$ cat src/shared/sequencer_consts.svh
// Named constants for the detector sequencer
`ifndef SEQUENCER_CONSTS_SVH
`define SEQUENCER_CONSTS_SVH
// ****************
// Register map
// ****************
`define ADDR_CTRL       4'h0
`define ADDR_LEAK_LIMIT 4'h1
`define ADDR_ANNEAL_INC 4'h2
`define ADDR_ANNEAL_S   4'h3
`define ADDR_PELT_TGT   4'h4
`define ADDR_DOOR_THR   4'h5
`define ADDR_LVL_THR    4'h6
`define ADDR_RATE_THR   4'h7
`define ADDR_SETTLE_S   4'h8
`define ADDR_STATUS     4'h9
`define ADDR_BASELINE   4'hA
`define CTRL_MON_DIS    0
`define CTRL_INHIBIT    1
`define CTRL_CAL_REQ    2
`define CTRL_CMD_CAL    3
// ****************
// Reset values
// ****************
`define RST_LEAK_LIMIT  16'h0100
`define RST_ANNEAL_INC  16'h0080
`define RST_ANNEAL_S    16'h0E10
`define RST_PELT_TGT    8'hEC
`define RST_DOOR_THR    8'h10
`define RST_LVL_THR     16'hFFFF
`define RST_RATE_THR    16'hFFFF
`define RST_SETTLE_S    16'h0010
// ****************
// Limits and timing
// ****************
`define TEMP_COLD       8'shF6
`define TEMP_HOT        8'sh00
`define COLD_HOLD_S     16'h0020
`define CAL_WAIT_S      16'h0040
`define ANNEAL_WAIT_S   16'h0040
`define SHUT_TRIES      2'h3
`define CLK_NS          5
`define SEC_NS          1000000000
`define DOOR_STEP_NS    1000000
`define DOOR_MAX_STEPS  16'h07D0
`endif

$ cat src/shared/sequencer_pkg.sv
// Types shared by the detector sequencer
package sequencer_pkg;
	typedef enum logic [3:0] {
		ST_OFF, ST_STARTING, ST_COOLING, ST_COOL, ST_CAL, ST_OPENING,
		ST_RUNNING, ST_CLOSE_COOL, ST_CLOSE_ANNEAL, ST_WAIT_ANNEAL,
		ST_ANNEALING, ST_CMD_CAL
	} seq_state_e;
	typedef struct packed {
		logic power;
		logic peltier_on;
		logic peltier_heat;
		logic high_voltage_bias;
		logic proc_en;
	} det_drive_s;
	typedef struct packed {
		logic open_pulse;
		logic close_pulse;
	} shutter_drive_s;
endpackage : sequencer_pkg

$ cat src/logic/detector_sequencer.sv
// Cooled detector power, cooler, bias and shutter sequencer
//
// The address-and-strobe port and the register offsets were decided locally.
`timescale 1ns/1ps
`include "sequencer_consts.svh"
// Contract
// - Enter operating: power on, go starting
// - Starting: close shutter, start cooling
// - Cold thirty-two seconds: bias on
// - Cool and hot: bias off, close
// - Settled: processing on, calibrate or open
// - Calibrate sixty-four seconds, hot aborts
// - Opening: wait open or three tries
// - Running and hot: close to cool
// - Running leakage over limit: close, anneal
// - Closing to cool: closed, then cooling
// - Recheck leakage: heat or raise baseline
// - Anneal timed, then off or restart
// - Commanded calibration: three close pulses
// - Leaving operating: bias, cooler off, close
// - Door moves with cooler disabled
// - Too many sensors disabled: close door
// - Leakage level or rate: close door
module detector_sequencer #(
	parameter int SEC_CYCLES  = `SEC_NS / `CLK_NS,
	parameter int STEP_CYCLES = `DOOR_STEP_NS / `CLK_NS
) (
	input  wire logic                        clk,
	input  wire logic                        resetn,
	input  wire logic                        op_mode,
	input  wire logic                        conv_overtemp,
	input  wire logic signed [7:0]           det_temp,
	input  wire logic [15:0]                 leakage,
	input  wire logic                        shutter_is_open,
	input  wire logic                        shutter_is_closed,
	input  wire logic                        door_cmd,
	input  wire logic                        door_cmd_open,
	input  wire logic                        door_switch,
	input  wire logic [7:0]                  disabled_sensors,
	input  wire logic [3:0]                  reg_addr,
	input  wire logic [15:0]                 reg_wdata,
	input  wire logic                        reg_wr,
	input  wire logic                        reg_rd,
	output logic [15:0]                      reg_rdata,
	output sequencer_pkg::det_drive_s        det_drive,
	output sequencer_pkg::shutter_drive_s    shutter_drive,
	output logic [7:0]                       peltier_target,
	output logic                             door_step,
	output logic                             door_open_dir,
	output sequencer_pkg::seq_state_e        seq_state
);
	import sequencer_pkg::*;

	// ****************
	// Reset release
	// ****************
	logic rst_meta_r;
	logic rst_n_r;
	always_ff @(posedge clk or negedge resetn) begin
		if (!resetn) begin
			rst_meta_r <= 1'b0;
			rst_n_r    <= 1'b0;
		end else begin
			rst_meta_r <= 1'b1;
			rst_n_r    <= rst_meta_r;
		end
	end

	// ****************
	// Declarations
	// ****************
	seq_state_e  state_r;
	logic [15:0] sec_r;
	logic [15:0] baseline_r;
	logic        power_r;
	logic        pelt_on_r;
	logic        pelt_heat_r;
	logic        bias_r;
	logic        proc_r;
	logic        mon_dis_r;
	logic        inhibit_r;
	logic        cal_req_r;
	logic        cmd_cal_r;
	logic [15:0] leak_limit_r;
	logic [15:0] anneal_inc_r;
	logic [15:0] anneal_s_r;
	logic [7:0]  pelt_tgt_r;
	logic [7:0]  door_thr_r;
	logic [15:0] lvl_thr_r;
	logic [15:0] rate_thr_r;
	logic [15:0] settle_s_r;
	logic        op_prev_r;
	logic        sh_req_r;
	logic        sh_req_open_r;
	logic        sh_req_force_r;
	logic        sh_active_r;
	logic        sh_open_r;
	logic        sh_force_r;
	logic [1:0]  sh_tries_r;
	logic [15:0] leak_prev_r;
	logic        door_start_r;
	logic        door_start_open_r;
	logic        sec_tick;
	logic        step_tick;
	logic        door_busy;
	logic        door_step_w;
	logic        door_dir_w;
	logic        door_closed;
	logic        op_now;
	logic        enter_op;
	logic        leave_op;
	logic        hot;
	logic        cold;
	logic        sh_idle;
	logic        sh_reached;
	logic        ctrl_wr;
	logic [16:0] base_plus_inc;
	logic [15:0] leak_rate;
	logic        door_auto;

	assign op_now        = op_mode & ~conv_overtemp;
	assign enter_op      = op_now & ~op_prev_r;
	assign leave_op      = op_prev_r & ~op_now;
	assign hot           = det_temp > `TEMP_HOT;
	assign cold          = det_temp < `TEMP_COLD;
	assign sh_idle       = ~sh_req_r & ~sh_active_r;
	assign sh_reached    = sh_open_r ? shutter_is_open : shutter_is_closed;
	assign ctrl_wr       = reg_wr && reg_addr == `ADDR_CTRL;
	assign base_plus_inc = {1'b0, baseline_r} + {1'b0, anneal_inc_r};
	assign leak_rate     = (leakage > leak_prev_r) ? leakage - leak_prev_r : 16'h0;

	// ****************
	// Time bases
	// ****************
	tick_gen #(.PERIOD(SEC_CYCLES)) u_sec_tick (
		.clk   (clk),
		.rst_n (rst_n_r),
		.tick  (sec_tick)
	);
	tick_gen #(.PERIOD(STEP_CYCLES)) u_step_tick (
		.clk   (clk),
		.rst_n (rst_n_r),
		.tick  (step_tick)
	);

	// ****************
	// Register writes
	// ****************
	always_ff @(posedge clk or negedge rst_n_r) begin
		if (!rst_n_r) begin
			mon_dis_r    <= 1'b0;
			inhibit_r    <= 1'b0;
			leak_limit_r <= `RST_LEAK_LIMIT;
			anneal_inc_r <= `RST_ANNEAL_INC;
			anneal_s_r   <= `RST_ANNEAL_S;
			pelt_tgt_r   <= `RST_PELT_TGT;
			door_thr_r   <= `RST_DOOR_THR;
			lvl_thr_r    <= `RST_LVL_THR;
			rate_thr_r   <= `RST_RATE_THR;
			settle_s_r   <= `RST_SETTLE_S;
		end else if (reg_wr) begin
			unique case (reg_addr)
				`ADDR_CTRL: begin
					mon_dis_r <= reg_wdata[`CTRL_MON_DIS];
					inhibit_r <= reg_wdata[`CTRL_INHIBIT];
				end
				`ADDR_LEAK_LIMIT: leak_limit_r <= reg_wdata;
				`ADDR_ANNEAL_INC: anneal_inc_r <= reg_wdata;
				`ADDR_ANNEAL_S:   anneal_s_r   <= reg_wdata;
				`ADDR_PELT_TGT:   pelt_tgt_r   <= reg_wdata[7:0];
				`ADDR_DOOR_THR:   door_thr_r   <= reg_wdata[7:0];
				`ADDR_LVL_THR:    lvl_thr_r    <= reg_wdata;
				`ADDR_RATE_THR:   rate_thr_r   <= reg_wdata;
				`ADDR_SETTLE_S:   settle_s_r   <= reg_wdata;
				default: ;
			endcase
		end
	end

	// Software set beats the hardware clear on entry to calibration
	always_ff @(posedge clk or negedge rst_n_r) begin
		if (!rst_n_r) begin
			cal_req_r <= 1'b0;
			cmd_cal_r <= 1'b0;
		end else begin
			cmd_cal_r <= ctrl_wr & reg_wdata[`CTRL_CMD_CAL];
			if (ctrl_wr)
				cal_req_r <= reg_wdata[`CTRL_CAL_REQ];
			else if (state_r == ST_COOL && !hot && !leave_op && sec_r >= settle_s_r && sec_tick)
				cal_req_r <= 1'b0;
		end
	end

	// ****************
	// Register reads
	// ****************
	always_ff @(posedge clk or negedge rst_n_r) begin
		if (!rst_n_r) begin
			reg_rdata <= 16'h0;
		end else if (reg_rd) begin
			unique case (reg_addr)
				`ADDR_CTRL:       reg_rdata <= {13'h0, cal_req_r, inhibit_r, mon_dis_r};
				`ADDR_LEAK_LIMIT: reg_rdata <= leak_limit_r;
				`ADDR_ANNEAL_INC: reg_rdata <= anneal_inc_r;
				`ADDR_ANNEAL_S:   reg_rdata <= anneal_s_r;
				`ADDR_PELT_TGT:   reg_rdata <= {8'h0, pelt_tgt_r};
				`ADDR_DOOR_THR:   reg_rdata <= {8'h0, door_thr_r};
				`ADDR_LVL_THR:    reg_rdata <= lvl_thr_r;
				`ADDR_RATE_THR:   reg_rdata <= rate_thr_r;
				`ADDR_SETTLE_S:   reg_rdata <= settle_s_r;
				`ADDR_STATUS:     reg_rdata <= {2'h0, door_closed, door_busy, sh_active_r, sh_tries_r,
					power_r, pelt_on_r, pelt_heat_r, bias_r, proc_r, state_r};
				`ADDR_BASELINE:   reg_rdata <= baseline_r;
				default:          reg_rdata <= 16'h0;
			endcase
		end else begin
			reg_rdata <= 16'h0;
		end
	end

	// ****************
	// Sequencer
	// ****************
	always_ff @(posedge clk or negedge rst_n_r) begin
		if (!rst_n_r) begin
			state_r        <= ST_OFF;
			sec_r          <= 16'h0;
			baseline_r     <= 16'h0;
			power_r        <= 1'b0;
			pelt_on_r      <= 1'b0;
			pelt_heat_r    <= 1'b0;
			bias_r         <= 1'b0;
			proc_r         <= 1'b0;
			sh_req_r       <= 1'b0;
			sh_req_open_r  <= 1'b0;
			sh_req_force_r <= 1'b0;
		end else begin
			sh_req_r       <= 1'b0;
			sh_req_force_r <= 1'b0;
			if (sec_tick)
				sec_r <= sec_r + 16'h1;
			if (leave_op) begin
				state_r       <= ST_OFF;
				power_r       <= 1'b0;
				pelt_on_r     <= 1'b0;
				pelt_heat_r   <= 1'b0;
				bias_r        <= 1'b0;
				proc_r        <= 1'b0;
				sh_req_r      <= 1'b1;
				sh_req_open_r <= 1'b0;
			end else begin
				unique case (state_r)
					ST_OFF: begin
						if (enter_op && !mon_dis_r) begin
							power_r <= 1'b1;
							state_r <= ST_STARTING;
						end
					end
					ST_STARTING: begin
						sh_req_r      <= 1'b1;
						sh_req_open_r <= 1'b0;
						pelt_on_r     <= 1'b1;
						pelt_heat_r   <= 1'b0;
						sec_r         <= 16'h0;
						state_r       <= ST_COOLING;
					end
					ST_COOLING: begin
						if (!cold) begin
							sec_r <= 16'h0;
						end else if (sec_r >= `COLD_HOLD_S) begin
							bias_r  <= 1'b1;
							sec_r   <= 16'h0;
							state_r <= ST_COOL;
						end
					end
					ST_COOL: begin
						if (hot) begin
							bias_r        <= 1'b0;
							sh_req_r      <= 1'b1;
							sh_req_open_r <= 1'b0;
							state_r       <= ST_CLOSE_COOL;
						end else if (sec_r >= settle_s_r && sec_tick) begin
							proc_r <= 1'b1;
							sec_r  <= 16'h0;
							if (cal_req_r) begin
								state_r <= ST_CAL;
							end else begin
								sh_req_r      <= 1'b1;
								sh_req_open_r <= 1'b1;
								state_r       <= ST_OPENING;
							end
						end
					end
					ST_CAL: begin
						if (hot) begin
							bias_r        <= 1'b0;
							sh_req_r      <= 1'b1;
							sh_req_open_r <= 1'b0;
							state_r       <= ST_CLOSE_COOL;
						end else if (sec_r >= `CAL_WAIT_S) begin
							sh_req_r      <= 1'b1;
							sh_req_open_r <= 1'b1;
							state_r       <= ST_OPENING;
						end
					end
					ST_OPENING: begin
						if (hot) begin
							bias_r        <= 1'b0;
							sh_req_r      <= 1'b1;
							sh_req_open_r <= 1'b0;
							state_r       <= ST_CLOSE_COOL;
						end else if (sh_idle) begin
							state_r <= ST_RUNNING;
						end
					end
					ST_RUNNING: begin
						if (hot) begin
							sh_req_r      <= 1'b1;
							sh_req_open_r <= 1'b0;
							state_r       <= ST_CLOSE_COOL;
						end else if (leakage > leak_limit_r) begin
							sh_req_r      <= 1'b1;
							sh_req_open_r <= 1'b0;
							state_r       <= ST_CLOSE_ANNEAL;
						end else if (cmd_cal_r) begin
							sh_req_r       <= 1'b1;
							sh_req_open_r  <= 1'b0;
							sh_req_force_r <= 1'b1;
							state_r        <= ST_CMD_CAL;
						end
					end
					ST_CLOSE_COOL: begin
						if (sh_idle) begin
							sec_r   <= 16'h0;
							state_r <= ST_COOLING;
						end
					end
					ST_CLOSE_ANNEAL: begin
						if (sh_idle) begin
							sec_r   <= 16'h0;
							state_r <= ST_WAIT_ANNEAL;
						end
					end
					ST_WAIT_ANNEAL: begin
						if (sec_r >= `ANNEAL_WAIT_S) begin
							sec_r <= 16'h0;
							if ({1'b0, leakage} > base_plus_inc) begin
								pelt_heat_r <= 1'b1;
								state_r     <= ST_ANNEALING;
							end else begin
								baseline_r    <= baseline_r + leak_limit_r;
								sh_req_r      <= 1'b1;
								sh_req_open_r <= 1'b1;
								state_r       <= ST_OPENING;
							end
						end
					end
					ST_ANNEALING: begin
						if (sec_r >= anneal_s_r) begin
							pelt_heat_r <= 1'b0;
							pelt_on_r   <= 1'b0;
							if (inhibit_r) begin
								power_r <= 1'b0;
								bias_r  <= 1'b0;
								proc_r  <= 1'b0;
								state_r <= ST_OFF;
							end else begin
								state_r <= ST_STARTING;
							end
						end
					end
					ST_CMD_CAL: begin
						if (sh_idle) begin
							sec_r   <= 16'h0;
							state_r <= ST_CAL;
						end
					end
					default: state_r <= ST_OFF;
				endcase
			end
		end
	end

	// ****************
	// Shutter drive
	// ****************
	// Retries are paced by the second tick; one pulse per attempt
	always_ff @(posedge clk or negedge rst_n_r) begin
		if (!rst_n_r) begin
			sh_active_r   <= 1'b0;
			sh_open_r     <= 1'b0;
			sh_force_r    <= 1'b0;
			sh_tries_r    <= 2'h0;
			shutter_drive <= '0;
		end else begin
			shutter_drive <= '0;
			if (sh_req_r) begin
				sh_active_r                <= 1'b1;
				sh_open_r                  <= sh_req_open_r;
				sh_force_r                 <= sh_req_force_r;
				sh_tries_r                 <= 2'h1;
				shutter_drive.open_pulse   <= sh_req_open_r;
				shutter_drive.close_pulse  <= ~sh_req_open_r;
			end else if (sh_active_r) begin
				if (sh_reached && !sh_force_r) begin
					sh_active_r <= 1'b0;
				end else if (sec_tick) begin
					if (sh_tries_r == `SHUT_TRIES) begin
						sh_active_r <= 1'b0;
					end else begin
						sh_tries_r                <= sh_tries_r + 2'h1;
						shutter_drive.open_pulse  <= sh_open_r;
						shutter_drive.close_pulse <= ~sh_open_r;
					end
				end
			end
		end
	end

	// ****************
	// Door triggers
	// ****************
	// Rate is sampled once a second, so it is a per-second slope
	assign door_auto = op_prev_r && !door_closed &&
		(disabled_sensors > door_thr_r || leakage > lvl_thr_r || leak_rate > rate_thr_r);
	always_ff @(posedge clk or negedge rst_n_r) begin
		if (!rst_n_r) begin
			op_prev_r         <= 1'b0;
			leak_prev_r       <= 16'h0;
			door_start_r      <= 1'b0;
			door_start_open_r <= 1'b0;
		end else begin
			op_prev_r <= op_now;
			if (sec_tick)
				leak_prev_r <= leakage;
			door_start_r <= 1'b0;
			if (!door_busy && !door_start_r) begin
				if (door_cmd) begin
					door_start_r      <= 1'b1;
					door_start_open_r <= door_cmd_open;
				end else if (door_auto) begin
					door_start_r      <= 1'b1;
					door_start_open_r <= 1'b0;
				end
			end
		end
	end

	door_ctrl u_door (
		.clk        (clk),
		.rst_n      (rst_n_r),
		.start      (door_start_r),
		.start_open (door_start_open_r),
		.step_tick  (step_tick),
		.end_switch (door_switch),
		.busy       (door_busy),
		.step       (door_step_w),
		.dir_open   (door_dir_w),
		.closed     (door_closed)
	);

	// ****************
	// Output stage
	// ****************
	always_ff @(posedge clk or negedge rst_n_r) begin
		if (!rst_n_r) begin
			det_drive      <= '0;
			peltier_target <= `RST_PELT_TGT;
			door_step      <= 1'b0;
			door_open_dir  <= 1'b0;
			seq_state      <= ST_OFF;
		end else begin
			det_drive.power             <= power_r;
			det_drive.peltier_on        <= pelt_on_r & ~door_busy;
			det_drive.peltier_heat      <= pelt_heat_r & ~door_busy;
			det_drive.high_voltage_bias <= bias_r;
			det_drive.proc_en           <= proc_r;
			peltier_target              <= pelt_tgt_r;
			door_step                   <= door_step_w;
			door_open_dir               <= door_dir_w;
			seq_state                   <= state_r;
		end
	end
endmodule : detector_sequencer

$ cat src/logic/tick_gen.sv
// Periodic one-cycle tick generator
`timescale 1ns/1ps
module tick_gen #(
	parameter int PERIOD = 200
) (
	input  wire logic clk,
	input  wire logic rst_n,
	output logic      tick
);
	logic [31:0] cnt_r;
	always_ff @(posedge clk or negedge rst_n) begin
		if (!rst_n) begin
			cnt_r <= 32'h0;
			tick  <= 1'b0;
		end else if (cnt_r == 32'(PERIOD - 1)) begin
			cnt_r <= 32'h0;
			tick  <= 1'b1;
		end else begin
			cnt_r <= cnt_r + 32'h1;
			tick  <= 1'b0;
		end
	end
endmodule : tick_gen

$ cat src/logic/door_ctrl.sv
// Door stepper with cooler interlock
`timescale 1ns/1ps
`include "sequencer_consts.svh"
module door_ctrl (
	input  wire logic clk,
	input  wire logic rst_n,
	input  wire logic start,
	input  wire logic start_open,
	input  wire logic step_tick,
	input  wire logic end_switch,
	output logic      busy,
	output logic      step,
	output logic      dir_open,
	output logic      closed
);
	typedef enum logic [1:0] {D_IDLE, D_PREP, D_STEP} door_st_e;
	door_st_e    st_r;
	logic [15:0] steps_r;
	// ****************
	// Door sequence
	// ****************
	always_ff @(posedge clk or negedge rst_n) begin
		if (!rst_n) begin
			st_r     <= D_IDLE;
			steps_r  <= 16'h0;
			busy     <= 1'b0;
			step     <= 1'b0;
			dir_open <= 1'b0;
			closed   <= 1'b0;
		end else begin
			step <= 1'b0;
			unique case (st_r)
				D_IDLE: begin
					if (start) begin
						busy     <= 1'b1;
						dir_open <= start_open;
						steps_r  <= 16'h0;
						st_r     <= D_PREP;
					end
				end
				// Gives the cooler a cycle to drop before motion
				D_PREP: st_r <= D_STEP;
				D_STEP: begin
					if (end_switch || steps_r == `DOOR_MAX_STEPS) begin
						busy   <= 1'b0;
						closed <= ~dir_open;
						st_r   <= D_IDLE;
					end else if (step_tick) begin
						step    <= 1'b1;
						steps_r <= steps_r + 16'h1;
					end
				end
			endcase
		end
	end
endmodule : door_ctrl

$ cat config.mk
export PLATFORM = sky130hd
export DESIGN_NAME = detector_sequencer
export DESIGN_NICKNAME = d
export VERILOG_FILES = /design/src/shared/sequencer_pkg.sv /design/src/logic/detector_sequencer.sv /design/src/logic/tick_gen.sv /design/src/logic/door_ctrl.sv
export VERILOG_INCLUDE_DIRS = /design/src /design/src/shared
export SDC_FILE = /design/constraint.sdc
export NUM_CORES = 1
export LEC_CHECK = 0
export BUFFER_PORTS_ARGS = -buffer_cell sky130_fd_sc_hd__buf_4
export CAP_MARGIN = 10
export CORE_MARGIN = 2
export CORE_UTILIZATION = 55
export CTS_CLUSTER_SIZE = 16
export DETAILED_ROUTE_END_ITERATION = 6
export GPL_ROUTABILITY_DRIVEN = 0
export PLACE_DENSITY_LB_ADDON = 0.2
export SETUP_SLACK_MARGIN = 0.4
export SYNTH_ARGS = -nofsm -noshare
export SYNTH_HDL_FRONTEND = slang
export SYNTH_SLANG_ARGS = --single-unit
$ cat constraint.sdc
create_clock -name clk -period 13.8 [get_ports clk]
set_input_delay 1.38 -clock clk [delete_from_list [all_inputs] [get_ports clk]]
set_output_delay 1.38 -clock clk [all_outputs]
set_load 0.02 [all_outputs]
==> impl_metrics.toml <==
[worst_setup_path]
cp.arrival_ns = 6.48
crit_top_cell = "a21o_1"
worstSetupStartpointType = "input port"
critPathLaunch = "leakage[0]"
required_ns = 14.26
endpoint_kind = "flip-flop"
crit_fanout = 15
worstReg2RegStart = "leak_prev_r[0]"
crit_path_cell_trace = "buf_4 -> inv_1 -> ha_1 -> inv_1 -> fa_1 -> a21o_1 -> a221oi_2 -> o31ai_1 -> o21a_1 -> o21ai_2 -> nand2b_2 -> a221oi_2 -> or2_1 -> nor2_1 -> ha_1 -> a21o_1 -> a21o_1 -> a211oi_1 -> o21bai_1 -> a21o_1 -> a221o_1 -> a221oi_1 -> o21ai_1 -> o21ai_1"
cp_slowest_cell = "or2_1"
critical_path_class = "in -> reg"
slowest_delay_ns = 0.45

[global_routing]
grt_pass1_vias = 14600
grt_max_degree = 170
grt_overflow_total = 0
grt_pass1_wl_um = 77200
grt_usage_pct = 28.6
antenna_found_initial = 1

[yosys]
synth_top_area_share_pct = 35.8
ys_seq_area_share_pct = 43.0
yosys_warnings = 0
synth_mux_area_share_pct = 6.92
synth_edf_count = 0
ys_async_sr_fraction_pct = 100
ys_ff_latch = 311
synth_flop_cell = "dfrtp_1"
netlist_area_sq_um = 18300
synthCells = 1823
yosys.area_share.simple_pct = 14.7
synth_compound_area_share_pct = 14.6
synth_top_family_by_area = "simple AND/OR/NAND/NOR gates"
yosysTopAreaCell = "dfrtp_1"
syn_nets = 2050
synth.distinct_cells = 79
synth_fa_ha_area_share_pct = 11.4
synth_xor_area_share_pct = 5.61
synthTopCellsByCount = "dfrtp_1 (261), ha_1 (161), nand2_1 (149)"
synth_most_common_cell = "dfrtp_1"
synthTopCellsByArea = "dfrtp_1 (36%), ha_1 (11%), dfstp_2 (7.2%), mux2_2 (6.5%), xor2_1 (3.1%)"
syn_area_per_cell_sq_um = 10.0

[cts]
path_clk_slew_ns = 0.06
max-clock-path-buffers = 3
hold_buffers = 0
cts_sinks = 311
cts-root-buf = "clkbuf_16"
cts_htree_levels = 2
post_cts_buffers = 0
cts_buffers = 36
clk_latency_ns = 0.54
cts_tree = "done"
ctsResizeCount = 0

[die]
initial_utilization_pct = 56.0
io_pins = 100
die-height_um = 186
core_area_sq_um = 32600
rows = 66
die_x_um = 186
die_area_sq_um = 34700

[sta]
skew_ns = 0.0196
fmax_ghz = 0.166
tns_ns = 0
finalCritPeriodShare_pct = 43.6
hold_violations = 0
worst_pin_slew_ns = 1.16
hold_ws_ns = 0.348
setup_viol = 0
rsz0062_at_grt = "no"
max_slew_margin_pct = 22.1
fin_crit_ns = 6.02
finalWorstSetupSlack_ns = 7.78
timing.final.max_slew_violations = 0

[routing]
vias_per_cell = 6.04
routedWlPerCell_um = 20.3
drc = 50
detail-route-antenna-nets = 0
vias = 14500
dr.pass1.iters = 7
drtIter0Drc = 962
drt_wl_total_um = 48600

[final_layout]
nFillCells = 2669
finalInstanceArea_sq_um = 20700
fin_cells = 2398
antenna_cells = 0
finalNetCount = 2155
largestRegisters = "u_sec_tick.cnt_r (32), u_step_tick.cnt_r (32)"
syn2layout_area_growth_pct = 13.6
drive_gt1_share_pct = 18.6
post-route-util_pct = 63.6

[placement]
postPlaceCellArea_sq_um = 19500
hpwl_um = 35500
place_ws_ns = 7.29
placed_cells = 2332
io_buffers = 99

[run_status]
violations = "DRC"
status = "finished, violations left"

[min_path]
min_from = "rst_meta_r"
hold_class = "reg -> reg"

[power]
p_per_area_nw_per_um2 = 141
finalPower_mw = 2.93
peakVddDrop_v = 0.000124
cellLeakagePower_nw = 9.76

[flow_run]
maxCapViolCount = 0
## cell families (layout without fill, tap and decap cells)
logic type               Yosys count  count (layout)
flip-flops                       311             311
buffers and inverters            175             308
multiplexers                     113             113
other                              1               1
XOR/XNOR                         117             117
adder cells (fa/ha/maj)          164             164
AO/OA/AOI/OAI                    393             393
AND/OR/NAND/NOR                  549             549
## layer usage
metal / vias up / track usage, % / wire [um]
met3: 146 / 5.57 / 3370
met5: - / 0 / 7
li1: 6778 / - / -
met2: 530 / 46.7 / 22800
met4: 2 / 11.9 / 1940
met1: 7024 / 37.5 / 20500
## path summary, 6_finish.rpt
kind | end | slack [ns] | cells after the start
worst max-delay path | door_start_open_r | 7.78 | 24
max in group asynchronous | settle_s_r[9] | 10.94 | 2
worst min-delay path | rst_n_r | 0.35 | 0
worst max register to register | door_start_open_r | 8.57 | 22
worst min register to register | rst_n_r | 0.35 | 0
min in group asynchronous | baseline_r[12] | 0.41 | 0
## critical path, delay by kind of cell
kind	cells	cell delay, ns
buffers and inverters	3	0.32
adder cells (fa/ha/maj)	3	0.91
AO/OA/AOI/OAI	15	3.20
AND/OR/NAND/NOR	3	0.65
## power by group
part | switching (mW) | total, mW | internal (mW)
logic | 0.381 | 0.679 | 0.298
registers | 0.166 | 1.23 | 1.06
clock network | 0.394 | 1.02 | 0.625
## cell usage in the layout, fill, tap and decap left out, types with 19 or more instances in the layout
cell / n
dfrtp_1: 260
ha_1: 161
nand2_1: 149
nor2_1: 144
inv_1: 131
buf_4: 110
mux2_2: 106
a21oi_1: 85
o21ai_0: 85
xor2_1: 64
nand3_1: 54
xnor2_1: 53
dfstp_2: 50
a22oi_1: 42
clkbuf_16: 38
nand4_1: 37
a21o_1: 31
nor3_1: 30
nor2b_1: 24
a31oi_1: 20
and3_1: 19
nand2b_1: 19
## final cells by class
| cell class | instances | area (sq um) | area share (%) |
|---|---|---|---|
| flip-flops and latches | 311 | 7850 | 37.8 |
| clock inverters | 11 | 148 | 0.712 |
| inverters | 131 | 492 | 2.37 |
| well taps | 442 | 553 | 2.67 |
| clock buffers | 55 | 1130 | 5.47 |
| repair buffers | 111 | 846 | 4.08 |
| multi-input cells | 1337 | 9720 | 46.9 |
Note: power is estimated with default switching activity, not from simulation.
